<file path="config.mk">
export PLATFORM = sky130hd
export DESIGN_NAME = pwrs_top
export DESIGN_NICKNAME = d
export VERILOG_FILES = /design/src/hw/pwrs_top.v
export VERILOG_INCLUDE_DIRS = /design/src /design/src/common
export SDC_FILE = /design/constraint.sdc
export NUM_CORES = 1
export LEC_CHECK = 0
export BUFFER_PORTS_ARGS = -buffer_cell sky130_fd_sc_hd__buf_4
export CAP_MARGIN = 20
export CORE_ASPECT_RATIO = 1.5
export CORE_MARGIN = 3
export CORE_UTILIZATION = 45
export DETAILED_ROUTE_END_ITERATION = 16
export HOLD_SLACK_MARGIN = 0.12
export PLACE_DENSITY = 0.79
export SLEW_MARGIN = 30
export SYNTH_ARGS = -nofsm -noshare
export SYNTH_HDL_FRONTEND = slang
export SYNTH_SLANG_ARGS = --single-unit
</file>
<file path="constraint.sdc">
create_clock -name pclk -period 2.51 [get_ports pclk]
set_clock_uncertainty 0.15 [all_clocks]
set_input_delay 0.3765 -clock pclk [delete_from_list [all_inputs] [get_ports pclk]]
set_output_delay 0.3765 -clock pclk [all_outputs]
set_load 0.05 [all_outputs]
</file>
<file path="src/common/pwrs_defines.vh">
// Offsets, field positions, reset values and timing counts for the wake/reset block
`ifndef PWRS_DEFINES_VH
`define PWRS_DEFINES_VH
`define PWRS_RSS_OFS 16'h1800
`define PWRS_PTSC_OFS 16'h1804
`define PWRS_OPTIONS_REGISTER_OFS 16'h1808
`define PWRS_PTSC_FLAG 7
`define PWRS_PTSC_CLR 6
`define PWRS_PTSC_CSEL 5
`define PWRS_PTSC_IEN 4
`define PWRS_OPTIONS_REGISTER_WDEN 7
`define PWRS_OPTIONS_REGISTER_SLPEN 5
`define PWRS_OPTIONS_REGISTER_TREN 3
`define PWRS_OPTIONS_REGISTER_TRLV 2
`define PWRS_OPTIONS_REGISTER_RES1 0
`define PWRS_OPTIONS_REGISTER_RST 8'h80
`define PWRS_OPTIONS_REGISTER_WDEN_RST 1'b1
`define PWRS_RSS_PWRON 8'h82
`define PWRS_RSS_NONE 8'h00
`define PWRS_MODE_RUN 3'h0
`define PWRS_MODE_WAIT 3'h1
`define PWRS_MODE_LIGHT 3'h2
`define PWRS_MODE_MID 3'h3
`define PWRS_MODE_DEEP 3'h4
`define PWRS_CAPT_EDGE 2'h2
`endif

</file>
<file path="src/hw/pwrs_top.v">
// Periodic wakeup timer, thermal restart wakeup and reset source status
//
// The implementer's own choice: the APB register port.
`include "pwrs_defines.vh"
module pwrs_top #(
	parameter AW = 16
) (
	input wire pclk,
	input wire presetn,
	input wire psel,
	input wire penable,
	input wire pwrite,
	input wire [AW-1:0] paddr,
	input wire [31:0] pwdata,
	output reg [31:0] prdata,
	output reg pready,
	output reg pslverr,
	input wire slow_osc,
	input wire fast_osc,
	input wire [2:0] cpu_mode,
	input wire temp_too_cold,
	input wire temp_too_hot,
	input wire sleep_instr_exec,
	input wire halt_instr_exec,
	input wire undef_opcode,
	input wire background_mode_enable,
	input wire cause_power_on,
	input wire cause_low_supply,
	input wire cause_pin,
	input wire cause_watchdog,
	input wire cause_bad_opcode,
	input wire cause_bad_address,
	input wire cause_wake,
	input wire cause_debug_force,
	input wire cause_in_deep_sleep,
	input wire low_supply_reset_enable,
	input wire low_supply_sleep_enable,
	output reg timer_irq,
	output reg timer_wake,
	output reg thermal_wake,
	output reg deep_exit_reset,
	output reg bad_opcode_reset,
	output reg watchdog_restart
);

	// Terminal count for a period code: 2^code ticks, minus one
	function [7:0] pwrs_term;
		input [2:0] code;
		begin
			pwrs_term = (8'h01 << code) - 8'h01;
		end
	endfunction

	// Register map hit test
	function pwrs_hit;
		input [AW-1:0] a;
		input [15:0] ofs;
		begin
			pwrs_hit = (a == ofs[AW-1:0]);
		end
	endfunction

	reg [2:0] slow_sync_r;
	reg [2:0] fast_sync_r;
	reg [1:0] cold_sync_r;
	reg [1:0] hot_sync_r;
	reg cold_prev_r;
	reg [8:0] cause_s1_r;
	reg [8:0] cause_s2_r;
	reg [1:0] capt_cnt_r;
	reg [7:0] rss_r;
	reg flag_r;
	reg csel_r;
	reg ien_r;
	reg [2:0] ival_r;
	reg [7:0] tick_cnt_r;
	reg wden_r;
	reg slpen_r;
	reg wdlock_r;
	reg slplock_r;
	reg tren_r;
	reg trlv_r;
	reg armed_r;
	reg [7:0] rss_nxt;
	reg [31:0] rdata_nxt;
	reg map_ok;
	wire setup;
	wire wr_take;
	wire slow_edge;
	wire fast_edge;
	wire use_fast;
	wire tick;
	wire expire;
	wire flag_clr;
	wire in_sleep;
	wire cold_back;
	wire hot_back;
	wire illegal_op;

	// Oscillator and temperature pins pass two flops before any logic looks at them
	always @(posedge pclk or negedge presetn)
	begin
		if (!presetn)
		begin
			slow_sync_r <= 3'h0;
			fast_sync_r <= 3'h0;
			cold_sync_r <= 2'h0;
			hot_sync_r <= 2'h0;
			cold_prev_r <= 1'b0;
		end
		else
		begin
			slow_sync_r <= {slow_sync_r[1:0], slow_osc};
			fast_sync_r <= {fast_sync_r[1:0], fast_osc};
			cold_sync_r <= {cold_sync_r[0], temp_too_cold};
			hot_sync_r <= {hot_sync_r[0], temp_too_hot};
			cold_prev_r <= cold_sync_r[1];
		end
	end

	// Edge detect looks only at the second and third stages
	assign slow_edge = slow_sync_r[1] & ~slow_sync_r[2];
	assign fast_edge = fast_sync_r[1] & ~fast_sync_r[2];
	// Fast clock leaves with run mode, so a sleeping part keeps ticking
	assign use_fast = csel_r & (cpu_mode == `PWRS_MODE_RUN);
	assign tick = use_fast ? fast_edge : slow_edge;
	assign expire = tick & (ival_r != 3'h0) & (tick_cnt_r == pwrs_term(ival_r));
	assign in_sleep = (cpu_mode != `PWRS_MODE_RUN);

	// APB phase decode; no wait state, write lands on the pready edge
	assign setup = psel & ~penable & ~pready;
	assign wr_take = psel & penable & pready & pwrite & map_ok;
	assign flag_clr = wr_take & pwrs_hit(paddr, `PWRS_PTSC_OFS) & pwdata[`PWRS_PTSC_CLR];

	// Address decode for the three words
	always @*
	begin
		map_ok = pwrs_hit(paddr, `PWRS_RSS_OFS) | pwrs_hit(paddr, `PWRS_PTSC_OFS)
			| pwrs_hit(paddr, `PWRS_OPTIONS_REGISTER_OFS);
	end

	// Read mux; clear bit and unused bits read zero, except the options reserved bit
	always @*
	begin
		rdata_nxt = 32'h0;
		if (pwrs_hit(paddr, `PWRS_RSS_OFS))
		begin
			// Bit 0 is forced low here so a stray capture can never show
			rdata_nxt[7:1] = rss_r[7:1];
			rdata_nxt[0] = 1'b0;
		end
		else if (pwrs_hit(paddr, `PWRS_PTSC_OFS))
		begin
			rdata_nxt[`PWRS_PTSC_FLAG] = flag_r;
			rdata_nxt[`PWRS_PTSC_CLR] = 1'b0;
			rdata_nxt[`PWRS_PTSC_CSEL] = csel_r;
			rdata_nxt[`PWRS_PTSC_IEN] = ien_r;
			rdata_nxt[2:0] = ival_r;
		end
		else if (pwrs_hit(paddr, `PWRS_OPTIONS_REGISTER_OFS))
		begin
			rdata_nxt[`PWRS_OPTIONS_REGISTER_WDEN] = wden_r;
			rdata_nxt[`PWRS_OPTIONS_REGISTER_SLPEN] = slpen_r;
			rdata_nxt[`PWRS_OPTIONS_REGISTER_TREN] = tren_r;
			rdata_nxt[`PWRS_OPTIONS_REGISTER_TRLV] = trlv_r;
			// Reserved bit is tied high
			rdata_nxt[`PWRS_OPTIONS_REGISTER_RES1] = 1'b1;
		end
	end

	// Bus answer flops
	always @(posedge pclk or negedge presetn)
	begin
		if (!presetn)
		begin
			pready <= 1'b0;
			pslverr <= 1'b0;
			prdata <= 32'h0;
		end
		else
		begin
			pready <= setup;
			// A miss answers with an error; the write strobe already excludes it
			pslverr <= setup & ~map_ok;
			if (setup)
				prdata <= rdata_nxt;
		end
	end

	// Timer control and flag; a set in the clear cycle wins
	always @(posedge pclk or negedge presetn)
	begin
		if (!presetn)
		begin
			flag_r <= 1'b0;
			csel_r <= 1'b0;
			ien_r <= 1'b0;
			ival_r <= 3'h0;
		end
		else
		begin
			if (expire)
				flag_r <= 1'b1;
			else if (flag_clr)
				flag_r <= 1'b0;
			if (wr_take && pwrs_hit(paddr, `PWRS_PTSC_OFS))
			begin
				csel_r <= pwdata[`PWRS_PTSC_CSEL];
				ien_r <= pwdata[`PWRS_PTSC_IEN];
				ival_r <= pwdata[2:0];
			end
		end
	end

	// Tick counter; restarts when the interval is rewritten
	always @(posedge pclk or negedge presetn)
	begin
		if (!presetn)
			tick_cnt_r <= 8'h0;
		else if (ival_r == 3'h0 || (wr_take && pwrs_hit(paddr, `PWRS_PTSC_OFS)))
			tick_cnt_r <= 8'h0;
		else if (expire)
			tick_cnt_r <= 8'h0;
		else if (tick)
			tick_cnt_r <= tick_cnt_r + 8'h01;
	end

	// System option bits; watchdog and sleep enables take only one write
	always @(posedge pclk or negedge presetn)
	begin
		if (!presetn)
		begin
			wden_r <= `PWRS_OPTIONS_REGISTER_WDEN_RST;
			slpen_r <= 1'b0;
			wdlock_r <= 1'b0;
			slplock_r <= 1'b0;
			tren_r <= 1'b0;
			trlv_r <= 1'b0;
		end
		else if (wr_take && pwrs_hit(paddr, `PWRS_OPTIONS_REGISTER_OFS))
		begin
			// The locks close on the first write, whatever its data
			wdlock_r <= 1'b1;
			slplock_r <= 1'b1;
			if (!wdlock_r)
				wden_r <= pwdata[`PWRS_OPTIONS_REGISTER_WDEN];
			if (!slplock_r)
				slpen_r <= pwdata[`PWRS_OPTIONS_REGISTER_SLPEN];
			tren_r <= pwdata[`PWRS_OPTIONS_REGISTER_TREN];
			trlv_r <= pwdata[`PWRS_OPTIONS_REGISTER_TRLV];
		end
	end

	// Detector leaves the out-of-range zone: falling edge of its level
	assign cold_back = cold_prev_r & ~cold_sync_r[1];
	assign hot_back = hot_sync_r[1] == 1'b0 && armed_r;
	// Sleep or halt is illegal while its enable is off
	assign illegal_op = undef_opcode | (sleep_instr_exec & ~slpen_r)
		| (halt_instr_exec & ~background_mode_enable);

	// Hot level seen last cycle in deep sleep, so a cool part never fires
	// Tracking the level rather than latching it keeps the wake a single pulse
	always @(posedge pclk or negedge presetn)
	begin
		if (!presetn)
			armed_r <= 1'b0;
		else if (cpu_mode != `PWRS_MODE_DEEP)
			armed_r <= 1'b0;
		else
			armed_r <= hot_sync_r[1];
	end

	// Event outputs, all registered
	always @(posedge pclk or negedge presetn)
	begin
		if (!presetn)
		begin
			timer_irq <= 1'b0;
			timer_wake <= 1'b0;
			thermal_wake <= 1'b0;
			deep_exit_reset <= 1'b0;
			bad_opcode_reset <= 1'b0;
			watchdog_restart <= 1'b0;
		end
		else
		begin
			timer_irq <= flag_r & ien_r & ~flag_clr;
			timer_wake <= expire & in_sleep;
			thermal_wake <= tren_r & (cpu_mode == `PWRS_MODE_DEEP)
				& (trlv_r ? hot_back : cold_back);
			// A thermal wake from deep sleep resets the part one cycle after the wake
			deep_exit_reset <= thermal_wake;
			bad_opcode_reset <= illegal_op;
			watchdog_restart <= wr_take & pwrs_hit(paddr, `PWRS_RSS_OFS);
		end
	end

	// Reset causes are held by the reset controller across the release
	always @(posedge pclk or negedge presetn)
	begin
		if (!presetn)
		begin
			cause_s1_r <= 9'h0;
			cause_s2_r <= 9'h0;
		end
		else
		begin
			cause_s1_r <= {cause_in_deep_sleep, cause_debug_force, cause_wake,
				cause_bad_address, cause_bad_opcode, cause_watchdog, cause_pin,
				cause_low_supply, cause_power_on};
			cause_s2_r <= cause_s1_r;
		end
	end

	// Status pattern from the synchronised causes
	always @*
	begin
		rss_nxt = `PWRS_RSS_NONE;
		if (cause_s2_r[7])
			rss_nxt = `PWRS_RSS_NONE;
		else if (cause_s2_r[0])
			rss_nxt = `PWRS_RSS_PWRON;
		else if (cause_s2_r[1] && low_supply_reset_enable && low_supply_sleep_enable)
			rss_nxt = `PWRS_RSS_PWRON;
		else
		begin
			// Bits 7, 1 and 0 stay clear for every other cause
			rss_nxt[6] = cause_s2_r[2] & ~cause_s2_r[8];
			rss_nxt[5] = cause_s2_r[3] & wden_r;
			rss_nxt[4] = cause_s2_r[4];
			rss_nxt[3] = cause_s2_r[5];
			rss_nxt[2] = cause_s2_r[6] & ~cause_s2_r[8];
		end
	end

	// Capture once, on the third edge after release; then read-only until next reset
	always @(posedge pclk or negedge presetn)
	begin
		if (!presetn)
		begin
			capt_cnt_r <= 2'h0;
			rss_r <= `PWRS_RSS_NONE;
		end
		else if (capt_cnt_r != 2'h3)
		begin
			capt_cnt_r <= capt_cnt_r + 2'h1;
			if (capt_cnt_r == `PWRS_CAPT_EDGE)
				rss_r <= rss_nxt;
		end
	end

endmodule

</file>
==> metrics.yaml <==
p_comb_share_pct: 10.0
drc: 0
setup_viol: 0
end_kind: "flip-flop"
clockBufferDepth: 2
slew_headroom_pct: 56.8
rsz0062_at_grt: "no"
switching_share_pct: 23.5
fin_setup_tns_ps: 0
antenna_found_initial: 0
p_int_uw: 1960
cap_viol_max_count: 0
wl_per_cell_um: 13.8
grt_pass1_wl_um: 10400
synth.distinct_cells: 50
setup_ws_ps: 182
wl_um: 6450
fp-row-count: 37
clock_latency_ps: 340
start_util_pct: 46.8
grt_overflow_total: 0
hold_viol_final: 0
port_buffers: 66
ys_async_sr_fraction_pct: 100
busiest_layer: "met2"
final_nets: 464
ir_worst_vdd_v: 0.000538
post-route-period-util_pct: 92.8
initialDrtViolationCount: 117
via_count: 2338
h-tree-depth: 3
ys_warn_count: 0
coreArea_um2: 6940
vias_per_cell: 5.00
cp.required_ps: 2630
ant_nets: 0
fin_area_um2: 4310
seq_power_share_pct: 47.4
synthesis.area_um2: 3250
first_pass_iters: 4
critPathLaunchType: "flip-flop"
antennaDiodeCount: 0
synth_cells: 286
cts_tree: "done"
cts.clk_slew.worst_paths_ps: 80
p_switching_uw: 601
ys_ff_latch: 73
min_period_ps: 2330
area_growth_pct: 32.7
clkSinkCount: 73
grtUsageTotal_pct: 17.0
hpwlAfterDp_um: 4640
die_w_um: 75.4
utilization_pct: 62.1
drive_above_1_share_pct: 29.7
post-place-ws_ps: 156
p_leak_uw: 0.00212
use_met3_pct: 4.45
cp.arrival_ps: 2450
status: "completed"
pin_count: 115
use_met1_pct: 19.1
p_clk_share_pct: 42.6
root_buffer: "clkbuf_8"
final_cell_mix: "dfrtp_1 (71), buf_4 (71), dlygate4sd3_1 (25)"
die_area_um2: 8290
die_h_um: 110
synth-edff-count: 0
routabilityCongestion: 0.814
grt_pass1_vias: 2314
crit_fanout: 5
maxSlewViolCount: 0
yosysSeqAreaShare_pct: 56.3
grt_max_degree: 74
fmax_mhz: 429
use_met2_pct: 29.8
critPathKind: "flip-flop to flip-flop"
ys.flop_type: "dfrtp_1"
cts_made_buffers: 9
hold_path_class: "input pin to flip-flop"
placed_cell_area_um2: 3780
p_per_area_nw_per_um2: 594
worstMarginPinSlew_ps: 648
synth_area_per_cell_um2: 11.4
[synthesized netlist by cell type, types with 2 or more instances]
cell type | number | area, um^2
nand2b_1 | 4 | 25.0
and3_1 | 19 | 119
o31ai_1 | 4 | 30.0
o21ai_0 | 10 | 50.1
nand3_1 | 5 | 25.0
nor4b_4 | 2 | 47.6
a22oi_1 | 2 | 15.0
mux2i_1 | 5 | 50.1
ha_1 | 4 | 50.1
nand4_2 | 2 | 25.0
nor2b_1 | 5 | 31.3
and4_1 | 2 | 17.5
nor2_1 | 22 | 82.6
a31oi_1 | 3 | 18.8
nor3_1 | 10 | 50.1
nand2_1 | 19 | 71.3
inv_1 | 12 | 45.0
o211ai_1 | 2 | 15.0
buf_2 | 6 | 30.0
mux2_2 | 10 | 113
a21oi_1 | 8 | 40.0
dfrtp_1 | 72 | 1800
xor2_1 | 3 | 26.3
nand4_1 | 2 | 12.5
xnor2_1 | 3 | 26.3
clkbuf_1 | 3 | 11.3
buf_4 | 24 | 180
[cell families after synthesis]
kind of cell | after synthesis | synth area share [%]
AND/OR/NAND/NOR | 105 | 19.7
flip-flops | 73 | 56.3
buffers and inverters | 45 | 8.20
AO/OA/AOI/OAI | 36 | 7.17
multiplexers | 16 | 5.35
XOR/XNOR | 6 | 1.62
adder cells (fa/ha/maj) | 4 | 1.54
other | 1 | 0.115
[repair_timing]
item                                    in CTS  in global routing
hold buffers                                25                  0
endpoints found under the setup margin       0                  8
resized for setup                            0                  6
buffers inserted                             0                  0
endpoints found under the hold margin       96                  0
[final timing paths]
path,startpoint,endpoint,slack (ps),cells past startpoint
setup / recovery,ival_r[1],tick_cnt_r[5],180,8
hold / removal,paddr[2],watchdog_restart,160,2
hold reg to reg,cause_s1_r[2],cause_s2_r[2],200,0
max in group asynchronous,presetn,ival_r[1],1300,2
min in group asynchronous,presetn,watchdog_restart,460,2
setup reg to reg,ival_r[1],tick_cnt_r[5],180,8
[area by class of cell]
class,instances,area (um^2)
Tap cell,78,97.6
Clock inverter,7,119
Multi-Input combinational cell,191,1280
Fill cell,560,2630
Clock buffer,9,124
Inverter,12,45.0
Timing Repair Buffer,98,815
Sequential cell,73,1830
[routing by layer]
layer,share of wire (%),routed length [um]
met1,39,2500
met2,55,3550
met3,4.4,282
met4,1.9,123
met5,0,0
[through the flow]
stage,cells,total power [uW],hold slack (ps)
final,468,2560,161
after global routing,468,2670,151
after CTS,468,2590,137
after floorplan,309,1390,-69.1
after detailed placement,427,1460,185
after global placement,427,1460,182
[power groups by stage]
| stage | registers (uW) | clock network, uW | logic (uW) |
|---|---|---|---|
| 2_1_floorplan | 1240 | 0 | 141 |
| 3_3_place_gp | 1240 | 0 | 220 |
| 3_5_place_dp | 1240 | 0 | 224 |
| 4_1_cts | 1220 | 1120 | 255 |
| 5_1_grt | 1220 | 1180 | 277 |
| 6_report | 1210 | 1090 | 255 |
[sequential cells by signal, summed over array words and instances, names as in the netlist, 3 cells and up]
name / cells
cause_s1_r: 9
cause_s2_r: 9
prdata: 8
tick_cnt_r: 8
rss_r: 6
fast_sync_r: 3
ival_r: 3
slow_sync_r: 3
[worst max-delay path: stages (launching register included)]
cell	delay (ps)
dfrtp_2	450
nor3_2	190
inv_1	80
ha_2	220
xor2_2	180
mux2_1	340
a211o_1	340
nand4_4	150
and3_1	170
Power figures use the tool's default switching activity.
